File: config.mk
export PLATFORM = sky130hd
export DESIGN_NAME = flash_op_status_dev_flat
export DESIGN_NICKNAME = d
export VERILOG_FILES = /design/src/flash_op_pkg.sv /design/src/op_link_if.sv /design/src/flash_op_status_dev.sv /design/src/flat_wrapper.sv
export VERILOG_INCLUDE_DIRS = /design/src /design/src/src
export SDC_FILE = /design/constraint.sdc
export NUM_CORES = 1
export LEC_CHECK = 0
export ABC_CLOCK_PERIOD_IN_PS = 3370
export BUFFER_PORTS_ARGS = -buffer_cell sky130_fd_sc_hd__buf_2
export CORE_ASPECT_RATIO = 0.9
export CORE_MARGIN = 4
export CORE_UTILIZATION = 25
export DETAILED_ROUTE_END_ITERATION = 10
export PLACE_DENSITY = 0.51
export SLEW_MARGIN = 30
export SYNTH_ARGS = -nofsm -noshare
export SYNTH_HDL_FRONTEND = slang
export SYNTH_SLANG_ARGS = --single-unit
File: constraint.sdc
create_clock -name pclk -period 3.37 [get_ports pclk]
set_input_delay 0.337 -clock pclk [delete_from_list [all_inputs] [get_ports pclk]]
set_output_delay 0.337 -clock pclk [all_outputs]
set_load 0.1 [all_outputs]
File: src/flash_op_defines.svh
`ifndef FLASH_OP_DEFINES_SVH
`define FLASH_OP_DEFINES_SVH

// Operation status word bit positions.
`define BIT_CHECK_RESULT 0
`define BIT_LOCKED_ERR 1
`define BIT_PROG_SUSP 2
`define BIT_BUF_ABORT 3
`define BIT_PROG_FAIL 4
`define BIT_ERASE_FAIL 5
`define BIT_ERASE_SUSP 6
`define BIT_READY 7
// Result bits 5, 4, 3, 1 and 0 as a mask over bits 8:0.
`define RESULT_MASK 9'h03B
// Bits 8:0 after reset; bit 7 is built from the controller state.
`define STAT_RESET_LOW 9'h000

// Timing.
`define CLK_PERIOD_NS 10
`define PROT_BUSY_NS 20000
`define PROT_BUSY_CYCLES (`PROT_BUSY_NS / `CLK_PERIOD_NS)
`define OP_CYCLES 16'h0010

// Host register offsets on APB.
`define HOST_CMD_OFS 12'h000
`define HOST_READ_OFS 12'h004
`define HOST_WORD_OFS 12'h008
`define HOST_STAT_OFS 12'h00C

`endif

File: src/flash_op_pkg.sv
package flash_op_pkg;

  typedef enum logic [3:0] {
    CMD_NOP = 4'h0,
    CMD_STATUS_READ = 4'h1,
    CMD_CLEAR_STATUS = 4'h2,
    CMD_SW_RESET = 4'h3,
    CMD_PROGRAM = 4'h4,
    CMD_ERASE = 4'h5,
    CMD_BLANK_CHECK = 4'h6,
    CMD_PW_UNLOCK = 4'h7,
    CMD_BUF_WRITE = 4'h8,
    CMD_WB_ABORT_RESET = 4'h9,
    CMD_ERASE_SUSPEND = 4'hA,
    CMD_ERASE_RESUME = 4'hB,
    CMD_PROG_SUSPEND = 4'hC,
    CMD_PROG_RESUME = 4'hD,
    CMD_ERASE_QUERY = 4'hE
  } cmd_t;

  typedef enum logic [4:0] {
    S_IDLE = 5'h01,
    S_BUSY = 5'h02,
    S_PROT = 5'h04,
    S_EOP_ERR = 5'h08,
    S_ABORT = 5'h10
  } dev_state_t;

  typedef enum logic [1:0] {
    H_IDLE = 2'h1,
    H_READ = 2'h2
  } host_state_t;

endpackage

File: src/op_link_if.sv
`timescale 1ns/1ps
interface op_link_if;
  logic cmd_valid;
  flash_op_pkg::cmd_t cmd_code;
  logic [3:0] cmd_sector;
  logic rd_req;
  logic [3:0] rd_len;
  logic rd_strobe;
  logic [15:0] rd_data;
  logic rd_done;
  logic burst_busy;

  modport dev (
    input cmd_valid, cmd_code, cmd_sector, rd_req, rd_len,
    output rd_strobe, rd_data, rd_done, burst_busy
  );
  modport host (
    output cmd_valid, cmd_code, cmd_sector, rd_req, rd_len,
    input rd_strobe, rd_data, rd_done, burst_busy
  );
endinterface

File: src/flash_op_status_dev.sv
`timescale 1ns/1ps
`include "flash_op_defines.svh"

module flash_op_status_dev (
  input wire logic pclk,
  input wire logic presetn,
  op_link_if.dev link,
  input wire logic target_protected,
  input wire logic op_fail,
  input wire logic wbuf_error,
  input wire logic [15:0] array_word,
  output logic [15:0] status_word,
  output logic device_ready_flag
);
  flash_op_pkg::dev_state_t state_reg, state_next;
  flash_op_pkg::cmd_t op_reg, op_next;
  logic [8:0] stat_reg, stat_next;
  logic [15:0] cnt_reg, cnt_next;
  logic [15:0] saved_reg, saved_next;
  logic [3:0] susp_sector_reg, susp_sector_next;
  logic overlay_reg, overlay_next;
  logic [15:0] snap_reg;
  logic [3:0] burst_left_reg;
  logic burst_first_reg;
  logic burst_ovl_reg;
  logic rd_strobe_reg;
  logic [15:0] rd_data_reg;
  logic rd_done_reg;
  logic [6:0] noise_reg;
  logic erase_ok_mem [16];

  wire logic burst_active = (burst_left_reg != 4'h0);
  wire logic cmd_take = link.cmd_valid && !burst_active;
  wire flash_op_pkg::cmd_t cmd = link.cmd_code;
  wire logic running = (state_reg == flash_op_pkg::S_BUSY) ||
                       (state_reg == flash_op_pkg::S_PROT);
  wire logic ready_bit = !running;
  wire logic is_clear = (cmd == flash_op_pkg::CMD_CLEAR_STATUS) ||
                        (cmd == flash_op_pkg::CMD_SW_RESET);
  wire logic erase_blocked = stat_reg[`BIT_ERASE_SUSP] || stat_reg[`BIT_PROG_SUSP];
  wire logic prog_blocked = stat_reg[`BIT_PROG_SUSP] ||
    (stat_reg[`BIT_ERASE_SUSP] && link.cmd_sector == susp_sector_reg);
  wire logic op_done = (cnt_reg == 16'h0001);
  wire logic erase_finish = (state_reg == flash_op_pkg::S_BUSY) && op_done &&
                            (op_reg == flash_op_pkg::CMD_ERASE);
  // Reserved bits follow a free counter, so they genuinely vary between reads.
  wire logic [15:0] junk_word = {noise_reg, noise_reg, noise_reg[1:0]};
  wire logic [15:0] live_word = {noise_reg, stat_reg[8], ready_bit, stat_reg[6:0]};

  assign status_word = live_word;
  assign device_ready_flag = ready_bit;
  assign link.rd_strobe = rd_strobe_reg;
  assign link.rd_data = rd_data_reg;
  assign link.rd_done = rd_done_reg;
  assign link.burst_busy = burst_active;

  always_comb begin
    state_next = state_reg;
    op_next = op_reg;
    stat_next = stat_reg;
    cnt_next = cnt_reg;
    saved_next = saved_reg;
    susp_sector_next = susp_sector_reg;
    overlay_next = overlay_reg;
    if (link.rd_req && !burst_active) begin
      overlay_next = 1'b0;
    end
    if (cmd_take && cmd == flash_op_pkg::CMD_STATUS_READ) begin
      overlay_next = 1'b1;
    end
    case (state_reg)
      flash_op_pkg::S_IDLE: begin
        if (cmd_take) begin
          case (cmd)
            flash_op_pkg::CMD_CLEAR_STATUS, flash_op_pkg::CMD_SW_RESET: begin
              stat_next = stat_reg & ~`RESULT_MASK;
            end
            flash_op_pkg::CMD_PROGRAM: begin
              stat_next[`BIT_LOCKED_ERR] = 1'b0;
              stat_next[`BIT_PROG_FAIL] = 1'b0;
              op_next = cmd;
              if (prog_blocked) begin
                stat_next[`BIT_PROG_FAIL] = 1'b1;
                state_next = flash_op_pkg::S_EOP_ERR;
              end else if (target_protected) begin
                cnt_next = 16'(`PROT_BUSY_CYCLES);
                state_next = flash_op_pkg::S_PROT;
              end else begin
                cnt_next = `OP_CYCLES;
                state_next = flash_op_pkg::S_BUSY;
              end
            end
            flash_op_pkg::CMD_ERASE: begin
              stat_next[`BIT_LOCKED_ERR] = 1'b0;
              op_next = cmd;
              if (erase_blocked) begin
                stat_next[`BIT_ERASE_FAIL] = 1'b1;
                state_next = flash_op_pkg::S_EOP_ERR;
              end else begin
                stat_next[`BIT_ERASE_FAIL] = 1'b0;
                stat_next[`BIT_ERASE_SUSP] = 1'b0;
                susp_sector_next = link.cmd_sector;
                if (target_protected) begin
                  cnt_next = 16'(`PROT_BUSY_CYCLES);
                  state_next = flash_op_pkg::S_PROT;
                end else begin
                  cnt_next = `OP_CYCLES;
                  state_next = flash_op_pkg::S_BUSY;
                end
              end
            end
            flash_op_pkg::CMD_BLANK_CHECK, flash_op_pkg::CMD_PW_UNLOCK,
            flash_op_pkg::CMD_BUF_WRITE: begin
              op_next = cmd;
              cnt_next = `OP_CYCLES;
              state_next = flash_op_pkg::S_BUSY;
            end
            flash_op_pkg::CMD_ERASE_RESUME: begin
              if (stat_reg[`BIT_ERASE_SUSP] && !stat_reg[`BIT_PROG_SUSP]) begin
                stat_next[`BIT_ERASE_SUSP] = 1'b0;
                op_next = flash_op_pkg::CMD_ERASE;
                cnt_next = saved_reg;
                state_next = flash_op_pkg::S_BUSY;
              end
            end
            flash_op_pkg::CMD_PROG_RESUME: begin
              if (stat_reg[`BIT_PROG_SUSP]) begin
                stat_next[`BIT_PROG_SUSP] = 1'b0;
                op_next = flash_op_pkg::CMD_PROGRAM;
                cnt_next = saved_reg;
                state_next = flash_op_pkg::S_BUSY;
              end
            end
            flash_op_pkg::CMD_ERASE_QUERY: begin
              stat_next[`BIT_CHECK_RESULT] = erase_ok_mem[link.cmd_sector];
            end
            default: begin
            end
          endcase
        end
      end
      flash_op_pkg::S_BUSY: begin
        if (cmd_take && cmd == flash_op_pkg::CMD_ERASE_SUSPEND &&
            op_reg == flash_op_pkg::CMD_ERASE) begin
          saved_next = cnt_reg;
          stat_next[`BIT_ERASE_SUSP] = 1'b1;
          state_next = flash_op_pkg::S_IDLE;
        end else if (cmd_take && cmd == flash_op_pkg::CMD_PROG_SUSPEND &&
                     op_reg == flash_op_pkg::CMD_PROGRAM && !stat_reg[`BIT_ERASE_SUSP]) begin
          saved_next = cnt_reg;
          stat_next[`BIT_PROG_SUSP] = 1'b1;
          state_next = flash_op_pkg::S_IDLE;
        end else if (op_done) begin
          state_next = flash_op_pkg::S_IDLE;
          case (op_reg)
            flash_op_pkg::CMD_PROGRAM, flash_op_pkg::CMD_PW_UNLOCK: begin
              if (op_fail) begin
                stat_next[`BIT_PROG_FAIL] = 1'b1;
                state_next = flash_op_pkg::S_EOP_ERR;
              end
            end
            flash_op_pkg::CMD_ERASE, flash_op_pkg::CMD_BLANK_CHECK: begin
              if (op_fail) begin
                stat_next[`BIT_ERASE_FAIL] = 1'b1;
                state_next = flash_op_pkg::S_EOP_ERR;
              end
            end
            flash_op_pkg::CMD_BUF_WRITE: begin
              if (wbuf_error) begin
                stat_next[`BIT_BUF_ABORT] = 1'b1;
                stat_next[`BIT_PROG_FAIL] = 1'b1;
                stat_next[`BIT_ERASE_FAIL] = 1'b0;
                stat_next[`BIT_PROG_SUSP] = 1'b0;
                stat_next[`BIT_LOCKED_ERR] = 1'b0;
                state_next = flash_op_pkg::S_ABORT;
              end
            end
            default: begin
            end
          endcase
          if (state_next == flash_op_pkg::S_EOP_ERR) begin
            stat_next[`BIT_PROG_SUSP] = 1'b0;
            stat_next[`BIT_LOCKED_ERR] = 1'b0;
          end
        end else begin
          cnt_next = cnt_reg - 16'h0001;
        end
      end
      // Only status read gets through here; it is handled above.
      flash_op_pkg::S_PROT: begin
        if (op_done) begin
          stat_next[`BIT_LOCKED_ERR] = 1'b1;
          stat_next[`BIT_PROG_SUSP] = 1'b0;
          if (op_reg == flash_op_pkg::CMD_ERASE) begin
            stat_next[`BIT_ERASE_FAIL] = 1'b1;
          end else begin
            stat_next[`BIT_PROG_FAIL] = 1'b1;
          end
          state_next = flash_op_pkg::S_IDLE;
        end else begin
          cnt_next = cnt_reg - 16'h0001;
        end
      end
      flash_op_pkg::S_EOP_ERR: begin
        if (cmd_take && is_clear) begin
          stat_next = stat_reg & ~`RESULT_MASK;
          state_next = flash_op_pkg::S_IDLE;
        end
      end
      flash_op_pkg::S_ABORT: begin
        if (cmd_take && (cmd == flash_op_pkg::CMD_CLEAR_STATUS ||
                         cmd == flash_op_pkg::CMD_WB_ABORT_RESET)) begin
          stat_next = stat_reg & ~`RESULT_MASK;
          state_next = flash_op_pkg::S_IDLE;
        end
      end
      default: begin
        state_next = flash_op_pkg::S_IDLE;
      end
    endcase
    // Anything not matched above leaves state and status alone.
  end

  always_ff @(posedge pclk or negedge presetn) begin
    if (!presetn) begin
      state_reg <= flash_op_pkg::S_IDLE;
      op_reg <= flash_op_pkg::CMD_NOP;
      stat_reg <= `STAT_RESET_LOW;
      cnt_reg <= 16'h0000;
      saved_reg <= 16'h0000;
      susp_sector_reg <= 4'h0;
      overlay_reg <= 1'b0;
      noise_reg <= 7'h00;
    end else begin
      state_reg <= state_next;
      op_reg <= op_next;
      stat_reg <= stat_next;
      cnt_reg <= cnt_next;
      saved_reg <= saved_next;
      susp_sector_reg <= susp_sector_next;
      overlay_reg <= overlay_next;
      noise_reg <= noise_reg + 7'h25;
    end
  end

  // The snapshot is taken when the status read command arrives, not at the read.
  always_ff @(posedge pclk or negedge presetn) begin
    if (!presetn) begin
      snap_reg <= 16'h0080;
    end else if (cmd_take && cmd == flash_op_pkg::CMD_STATUS_READ) begin
      snap_reg <= live_word;
    end
  end

  always_ff @(posedge pclk or negedge presetn) begin
    if (!presetn) begin
      for (int i = 0; i < 16; i++) begin
        erase_ok_mem[i] <= 1'b0;
      end
    end else if (erase_finish) begin
      erase_ok_mem[susp_sector_reg] <= !op_fail;
    end
  end

  always_ff @(posedge pclk or negedge presetn) begin
    if (!presetn) begin
      burst_left_reg <= 4'h0;
      burst_first_reg <= 1'b0;
      burst_ovl_reg <= 1'b0;
      rd_strobe_reg <= 1'b0;
      rd_data_reg <= 16'h0000;
      rd_done_reg <= 1'b0;
    end else begin
      rd_done_reg <= 1'b0;
      if (!burst_active && link.rd_req) begin
        burst_left_reg <= (link.rd_len == 4'h0) ? 4'h1 : link.rd_len;
        burst_first_reg <= 1'b1;
        burst_ovl_reg <= overlay_reg;
      end else if (burst_active) begin
        rd_strobe_reg <= !rd_strobe_reg;
        if (burst_first_reg && burst_ovl_reg) begin
          rd_data_reg <= snap_reg;
        end else if (burst_ovl_reg || running) begin
          rd_data_reg <= junk_word;
        end else begin
          rd_data_reg <= array_word;
        end
        burst_first_reg <= 1'b0;
        burst_left_reg <= burst_left_reg - 4'h1;
        rd_done_reg <= (burst_left_reg == 4'h1);
      end
    end
  end
endmodule

File: src/flat_wrapper.sv
// flat-port wrapper written by rule: the top's interface ports become plain ports
module flash_op_status_dev_flat 
  (pclk, presetn, target_protected, op_fail, wbuf_error, array_word, status_word, device_ready_flag, link_cmd_valid, link_cmd_code, link_cmd_sector, link_rd_req, link_rd_len, link_rd_strobe, link_rd_data, link_rd_done, link_burst_busy);
  op_link_if link_i ();
  input wire logic pclk;
  input wire logic presetn;
  input wire logic target_protected;
  input wire logic op_fail;
  input wire logic wbuf_error;
  input wire logic [15:0] array_word;
  output logic [15:0] status_word;
  output logic device_ready_flag;
  input wire logic [$bits(link_i.cmd_valid)-1:0] link_cmd_valid;
  input wire logic [$bits(link_i.cmd_code)-1:0] link_cmd_code;
  input wire logic [$bits(link_i.cmd_sector)-1:0] link_cmd_sector;
  input wire logic [$bits(link_i.rd_req)-1:0] link_rd_req;
  input wire logic [$bits(link_i.rd_len)-1:0] link_rd_len;
  output wire logic [$bits(link_i.rd_strobe)-1:0] link_rd_strobe;
  output wire logic [$bits(link_i.rd_data)-1:0] link_rd_data;
  output wire logic [$bits(link_i.rd_done)-1:0] link_rd_done;
  output wire logic [$bits(link_i.burst_busy)-1:0] link_burst_busy;
  assign link_i.cmd_valid = link_cmd_valid;
  assign link_i.cmd_code = link_cmd_code;
  assign link_i.cmd_sector = link_cmd_sector;
  assign link_i.rd_req = link_rd_req;
  assign link_i.rd_len = link_rd_len;
  assign link_rd_strobe = link_i.rd_strobe;
  assign link_rd_data = link_i.rd_data;
  assign link_rd_done = link_i.rd_done;
  assign link_burst_busy = link_i.burst_busy;
  flash_op_status_dev u_core (.pclk(pclk), .presetn(presetn), .link(link_i), .target_protected(target_protected), .op_fail(op_fail), .wbuf_error(wbuf_error), .array_word(array_word), .status_word(status_word), .device_ready_flag(device_ready_flag));
endmodule
# After elaboration in Yosys (flattened, before gate mapping)

Cells that the tools add are included.

Bits of input ports: 35
Word-level logic and storage cells: 267
Output and inout port bits: 36
Register bits after elaboration: 115

Add/subtract/negate cells: 3
Equal/unequal tests: 65
Multiplexer cells: 94
Bitwise logic cells: 6
Reduce and logical (&&, ||, !) cells: 59
$lt $le $gt $ge: 3

Operator list:

| kind                                                                    | number |
|---|---|
| 16-bit two-way mux                                                      | 12 |
| 5-bit two-way mux                                                       | 24 |
| 16-bit one-hot mux with 5 select lines                                  | 1 |
| 5-bit one-hot mux with 5 select lines                                   | 2 |
| 16-bit one-hot mux with 3 select lines                                  | 1 |
| 3-bit inequality test, second input constant                            | 13 |
| 4-bit by 3-bit equality test with 1-bit output, second input constant   | 8 |
| 4-bit equality test, second input constant                              | 8 |
| 13-bit AND reduction                                                    | 2 |
| 4-bit two-way mux                                                       | 6 |
| 1-bit two-way mux                                                       | 22 |
| 2-bit inequality test, second input constant                            | 10 |
| 2-bit one-hot mux with 5 select lines                                   | 2 |
| 10-bit AND reduction                                                    | 2 |
| 16-bit bitwise mux                                                      | 1 |
| 16-bit by 1-bit equality test with 1-bit output, second input constant  | 1 |
| 1-bit logical AND                                                       | 16 |
| 8-bit AND reduction                                                     | 2 |
| 16-bit by 1-bit subtractor with 16-bit output, second input constant    | 1 |
| 2-bit by 1-bit inequality test with 1-bit output, second input constant | 7 |
| 6-bit two-way mux                                                       | 2 |
| 1-bit one-hot mux with 2 select lines                                   | 6 |
| 4-bit one-hot mux with 3 select lines                                   | 1 |
| 11-bit two-way mux                                                      | 1 |
| 42 further kinds                                                        | 79 |

# Longest topological paths before layout

Gate-level depths: netlist of the first run.

Depth in word-level cells: 15
Gate-level depth with buffers: 10

# Worst setup path before layout of the first run

No wires, ideal clock.

Path type: register -> output
Start point: register u_core.state_reg[1]
End point: output status_word[7]
Data required time: 3033 ps
Cell stages (with the launch flop): 8
Data arrival time: 2612 ps
Path slack: 421 ps
Path through: dfrtp_1 clkbuf_1 xor2_1 and2_1 clkbuf_1 clkinv_1 buf_1 buf_4

Word-level cells in the longest chain between the ends: 3
Elaborated cells on any way between the ends: 4
Classes of those cells: eq/ne (2); reduce/logical (2)

Ends and longest elaborated chain:

| item                                                                                                             | RTL line                                             | RTL |
|---|---|---|
| from (decl)                                                                                                      | flash_op_status_dev.sv:15                            | `flash_op_pkg::dev_state_t state_reg, state_next;` |
| from (signal assigned)                                                                                           | flash_op_status_dev.sv:226                           | `state_reg <= flash_op_pkg::S_IDLE;` |
| from (signal assigned)                                                                                           | flash_op_status_dev.sv:235                           | `state_reg <= state_next;` |
| 5-bit by 2-bit equality test with 1-bit output or 5-bit by 3-bit equality test with 1-bit output (tied branches) | flash_op_status_dev.sv:35, flash_op_status_dev.sv:36 |  |
| 1-bit logical OR (*)                                                                                             | flash_op_status_dev.sv:35                            | `wire logic running = (state_reg == flash_op_pkg::S_BUSY) \|\|` |
| 1-bit logical NOT (*)                                                                                            | flash_op_status_dev.sv:37                            | `wire logic ready_bit = !running;` |
| to (decl)                                                                                                        | flat_wrapper.sv:11                                   | `output logic [15:0] status_word;` |

Every way passes the cells marked *; elsewhere a longest branch is shown, timed or not.

# Worst setup path after layout of the first run

Start point: register u_core.burst_left_reg[0]
End point: register u_core.cnt_reg[3]

Word-level cells in the longest chain between the ends: 8
Elaborated cells on any way between the ends: 12
Classes of those cells: eq/ne (3); reduce/logical (9)

Ends and longest elaborated chain:

| item                              | RTL line                   | RTL |
|---|---|---|
| from (decl)                       | flash_op_status_dev.sv:23  | `logic [3:0] burst_left_reg;` |
| from (signal assigned)            | flash_op_status_dev.sv:276 | `burst_left_reg <= (link.rd_len == 4'h0) ? 4'h1 : link.rd_len;` |
| from (signal assigned)            | flash_op_status_dev.sv:289 | `burst_left_reg <= burst_left_reg - 4'h1;` |
| 4-bit nonzero test (*)            | flash_op_status_dev.sv:32  | `wire logic burst_active = (burst_left_reg != 4'h0);` |
| 1-bit logical NOT (*)             | flash_op_status_dev.sv:33  | `wire logic cmd_take = link.cmd_valid && !burst_active;` |
| 1-bit logical AND (*)             | flash_op_status_dev.sv:33  |  |
| 1-bit logical AND (3 in a row)    | flash_op_status_dev.sv:148 | `end else if (cmd_take && cmd == flash_op_pkg::CMD_PROG_SUSPEND &&` |
| 2-bit inequality test (no line)   | --                         |  |
| 9-bit AND reduction (no line) (*) | --                         |  |
| to (signal assigned)              | flash_op_status_dev.sv:238 | `cnt_reg <= cnt_next;` |
| to (decl)                         | flash_op_status_dev.sv:18  | `logic [15:0] cnt_reg, cnt_next;` |

Marks and branches as above.
A chain may end at the register's enable or synchronous reset.

==> results of run 1 <==
==> critical path, cell delays in order (launching register included) <==
cell	delay, ps
dfrtp_1	430
inv_1	100
ha_1	240
nor4bb_1	510
and3_1	340
nand2_1	70
or4_1	480
a21o_1	370
a221oi_1	350
==> cell type report <==
type / instances / area, um2 / share of cell area [%]
clock inverter: 14 / 154 / 1.98
multi-input combinational: 474 / 3280 / 42.2
tap: 342 / 428 / 5.49
sequential: 115 / 2880 / 37.0
timing repair buffer: 89 / 513 / 6.59
inverter: 27 / 101 / 1.30
clock buffer: 18 / 429 / 5.51
==> layout by cell type, fill, tap and decap left out, types with 3 or more instances in the layout <==
master and n:
mux2_2 47, inv_6 4, nand2_1 57, nor3b_1 3
clkinv_4 3, xnor2_1 12, o211ai_1 3, buf_4 19
or4_1 3, o21ai_0 31, a221oi_1 20, o311ai_0 3
or3_1 4, nor2b_1 15, clkbuf_16 17, buf_2 68
inv_1 26, xor2_1 3, nor2_1 51, mux4_2 4
or2_2 4, a211oi_1 14, a31oi_1 13, nor4b_1 3
nor4_1 4, ha_1 6, and2_1 4, a21oi_1 25
nand3_1 16, a22oi_1 3, o22ai_1 9, o31ai_1 31
clkinvlp_4 3, nand2b_1 7, a41oi_1 4, mux2i_1 6
nor3_1 18, nand3b_1 6, dfrtp_1 113
==> worst max-delay path by stage <==
stage | startpoint | end | slack [ps] | depth (start not counted)
final | u_core.burst_left_reg[0] | u_core.cnt_reg[3] | 390 | 8
after global placement | u_core.burst_left_reg[0] | u_core.stat_reg[5] | 490 | 8
after floorplan | u_core.state_reg[1] | status_word[7] | 420 | 7
after CTS | u_core.burst_left_reg[0] | u_core.cnt_reg[3] | 390 | 8
after global routing | u_core.burst_left_reg[0] | u_core.cnt_reg[3] | 80 | 8
after detailed placement | u_core.burst_left_reg[0] | u_core.cnt_reg[3] | 440 | 8
==> routing by layer <==
layer | vias up | part of all wire [%] | GRT usage, %
met4 | 0 | 1.4 | 4.46
li1 | 2588 | - | -
met5 | - | 0 | 0
met1 | 2583 | 50 | 18.2
met2 | 163 | 42 | 18.2
met3 | 20 | 6.6 | 3.62
==> cells by family after synthesis <==
family                     synth area share [%]
muxes                                      10.7
and+or+nand+nor                            17.6
buffers and inverters                      4.71
DFF                                        44.7
adders and majority gates                  1.16
xor gates and xnor gates                   2.04
AOI/OAI and AO/OA                          19.1
other                                    0.0581
==> stage by stage <==
| stage | instances | worst slack, ps |
|---|---|---|
| finish | 1079 | 390 |
| global route | 1079 | 81.5 |
| CTS | 1079 | 389 |
| detailed placement | 1046 | 440 |
| global placement | 1046 | 486 |
| floorplan | 662 | 421 |
==> power groups by stage <==
stage	registers, mW	logic (mW)	clock network [mW]
floorplan	2.78	1.22	0
global placement	2.00	2.61	0
detailed placement	2.00	2.61	0
CTS	1.98	2.61	1.83
global route	2.03	2.80	1.91
finish	1.98	2.60	1.79
==> impl_metrics.tcl, run 1 <==
set metrics [dict create \
    status "completed" \
    clock-sinks 115 \
    synth.area.top_cells "dfrtp_1, mux2_2, o31ai_1" \
    min_to "u_core.burst_left_reg[2]" \
    port_buffers 69 \
    utilization_pct 30.8 \
    r2r_start "u_core.burst_left_reg[0]" \
    drive_gt1_share_pct 25.4 \
    design.core.area_um2 25300 \
    path_clk_slew_ps 60 \
    cp.required_ps 3690 \
    synth_top_cell_by_area "dfrtp_1" \
    drc 0 \
    ys_async_sr_fraction_pct 100 \
    postCtsSetupRepairBufs 0 \
    fin_area_um2 7790 \
    synth_flop_cell "dfrtp_1" \
    switching_power_mw 2.93 \
    reg2reg_to "u_core.cnt_reg[3]" \
    dpl.hpwl_mm 12.6 \
    whs_ps 162 \
    cp_max_fo 14 \
    clk_latency_ps 430 \
    yosys-top-cells-count "dfrtp_1, nand2_1, nor2_1" \
    htree_levels 4 \
    start_util_pct 25.5 \
    p_comb_share_pct 40.9 \
    fin_nets 765 \
    antenna_left 0 \
    synth_area_per_cell_um2 9.74 \
    max_cap_viol_count 0 \
    postCtsHoldBufs 1 \
    num_rows 55 \
    syn_inst 662 \
    grt_setup_unrepaired "no" \
    die_w_um 177 \
    min_from "link_rd_len[2]" \
    swShare_pct 45.9 \
    wirelength_mm 17.8 \
    endpoint_kind "flop" \
    tns_ps 0 \
    fillCellCount 2634 \
    drtIter0Drc 399 \
    syn_nets 703 \
    cts_resized 0 \
    relSlewSlack_pct 36.6 \
    grt_max_degree 53 \
    path_class "flop to flop" \
    cts_root_buf "clkbuf_16" \
    r2r_slack_ps 390 \
    dr.pass1.iters 5 \
    layout_min_cycle_time_ps 2980 \
    vias 5354 \
    area_growth_pct 20.8 \
    ff2ff_path_depth 8 \
    dieArea_um2 28400 \
    yosysMostFrequentCell "dfrtp_1" \
    setup_viol_count_final 0 \
    cp-start-kind "flop" \
    globalRouteTotalUtil_pct 12.7 \
    p_per_area_nw_per_um2 818 \
    fp.dieH_um 160 \
    antenna_found_initial 0 \
    wire_per_inst_um 16.5 \
    clock_power_share_pct 28.1 \
    cts_tree "built" \
    synth_edf_count 0 \
    grt_pass1_vias 5319 \
    fin_skew_ps 25.0 \
    ir_drop_v 0.000459 \
    hold_violations 0 \
    postPlaceCellArea_um2 7200 \
    arrival_ps 3300 \
    totalPowerFinal_mw 6.37 \
    timing_worst_slew_pin_value_ps 938 \
    yosysSeqAreaShare_pct 44.7 \
    yosysTopAreaCellShare_pct 43.8 \
    ys_warn_count 0 \
    overflow 0 \
    synthesis.area_um2 6450 \
    p_leak_nw 3.26 \
    cts_made_buffers 17 \
    clockBufferDepth 2 \
    num_antenna_cells 0 \
    fin_crit_sh_pct 88.4 \
    p_seq_share_pct 31.0 \
    via_per_inst 4.96 \
    report.final.slew_viol_count 0 \
    p_int_mw 3.45 \
    synth_seq_cells 115 \
    grt_first_pass_wirelength_mm 28.8 \
    hold_class "input port to flop" \
    gp_congestion 0.896 \
    yosysUniqueCellTypes 75 \
    ios 71 \
    max_freq_mhz 336 \
    min_path_cells 3 \
]
Power figures use the tool's default switching activity.
==> run 2, diff against run 1 <==
--- a/config.mk
+++ b/config.mk
@@ -13,6 +13,7 @@
 export CORE_UTILIZATION = 25
 export DETAILED_ROUTE_END_ITERATION = 10
 export PLACE_DENSITY = 0.51
+export REMOVE_ABC_BUFFERS = 1
 export SLEW_MARGIN = 30
 export SYNTH_ARGS = -nofsm -noshare
 export SYNTH_HDL_FRONTEND = slang
==> run 2 against run 1 <==
Combinational power about the same; first-iteration DRC count up 16%; via count fell by 0.19%; critical path depth stayed put; flip-flop and latch count unchanged; sequential power hardly changed; setup slack improved by 96 ps; routed wire length up 1.3%; final cell count fell by 0.37%; core utilization decreased by 0.15 points; clock-buffer cell count did not move; global-route usage grew 0.13 points.
==> impl_metrics.tcl, run 2 (synthesis results as in run 1) <==
set metrics [dict create \
    r2r_start "u_core.burst_left_reg[0]" \
    fp.dieH_um 160 \
    hold_class "input port to asynchronous set/reset pin" \
    final_cell_mix "dfrtp_1, buf_2, nand2_1, nor2_1, mux2_2" \
    antenna_found_initial 0 \
    wirelength_mm 18.0 \
    gp_congestion 0.817 \
    r2r_slack_ps 490 \
    htree_levels 4 \
    die_w_um 177 \
    cts_tree "built" \
    globalRouteTotalUtil_pct 12.8 \
    dieArea_um2 28400 \
    regArea_um2 2880 \
    fin_crit_sh_pct 85.6 \
    whs_ps 17.3 \
    layout_commonest_cell "dfrtp_1" \
    grt_first_pass_wirelength_mm 29.2 \
    layout_min_cycle_time_ps 2880 \
    fin_nets 760 \
    endpoint_kind "flop" \
    antenna_left 0 \
    setup_viol_count_final 0 \
    timing_worst_slew_pin_value_ps 953 \
    hold_violations 0 \
    cp.required_ps 3660 \
    path_class "flop to flop" \
    cp_max_fo 7 \
    grt_pass1_vias 5151 \
    area_growth_pct 20.2 \
    drc 0 \
    fin_area_um2 7750 \
    clock-sinks 115 \
    path_clk_slew_ps 60 \
    dpl.hpwl_mm 12.7 \
    port_buffers 69 \
    multi_input_area_um2 3280 \
    final_cells 1075 \
    postCtsHoldBufs 0 \
    ff2ff_path_depth 8 \
    fin_skew_ps 8.30 \
    cts_resized 0 \
    cts_made_buffers 17 \
    status "completed" \
    postPlaceCellArea_um2 7170 \
    via_per_inst 4.97 \
    cp-start-kind "flop" \
    arrival_ps 3180 \
    drive_gt1_share_pct 25.1 \
    design.core.area_um2 25300 \
    ir_drop_v 0.000326 \
    grt_max_degree 63 \
    reg2reg_to "u_core.stat_reg[4]" \
    max_freq_mhz 347 \
    p_leak_nw 3.23 \
    dr.pass1.iters 5 \
    crit_start "u_core.burst_left_reg[0]" \
    utilization_pct 30.7 \
    relSlewSlack_pct 36.4 \
    start_util_pct 25.5 \
    cts_root_buf "clkbuf_16" \
    clk_latency_ps 410 \
    worstSetupEndpoint "u_core.stat_reg[4]" \
    ios 71 \
    clockBufferDepth 2 \
    grt_setup_unrepaired "no" \
    tns_ps 0 \
    postCtsSetupRepairBufs 0 \
    fillCellCount 2659 \
    p_per_area_nw_per_um2 818 \
    overflow 0 \
    vias 5344 \
    max_cap_viol_count 0 \
    drtIter0Drc 462 \
    report.final.slew_viol_count 0 \
    num_rows 55 \
    post-place-cells 1042 \
    wire_per_inst_um 16.8 \
]
-- run 2: through the flow --
stage	worst slack [ps]	total power [mW]
2_1_floorplan	-1230	3.95
3_3_place_gp	546	4.58
3_5_place_dp	480	4.59
4_1_cts	466	6.40
5_1_grt	157	6.70
6_report	486	6.34
-- run 2: final cells by class --
cell class	instances	share of cell area [%]
well taps	342	5.52
diodes	1	0.0323
clock buffers	18	5.67
inverters	27	1.31
repair buffers	84	6.10
clock inverters	14	1.86
multi-input cells	474	42.4
flip-flops and latches	115	37.2
-- run 2: routing by layer --
metal  global-route usage, %  wire length [um]  vias to the layer above
met5                       0                 0                        -
met4                    2.92               120                        0
met3                    2.85               956                       10
met2                    18.9              7920                      131
met1                    19.1              9040                     2629
li1                        -                 -                     2574
-- run 2: worst min-delay path by stage --
stage | endpoint | from
5_1_grt | u_core.burst_left_reg[3] | presetn
3_3_place_gp | u_core.link.rd_data[5] | u_core.link.rd_data[5]
6_report | u_core.burst_left_reg[3] | presetn
4_1_cts | u_core.burst_left_reg[3] | presetn
3_5_place_dp | u_core.link.rd_data[15] | u_core.link.rd_data[15]
2_1_floorplan | u_core.burst_first_reg | presetn
-- run 2: report_power, final --
group | internal (mW) | switching [mW]
Combinational | 0.666 | 1.91
Clock | 1.06 | 0.725
Sequential | 1.67 | 0.313
Total | 3.39 | 2.95
-- run 2: critical path, cell delays in order, from the launching register on --
cell and delay [ps]:
dfrtp_1 430, inv_1 100, ha_1 260, nand4bb_1 410
a211o_1 420, a31oi_1 310, nand4b_1 190, nor3_1 290
mux2_2 360
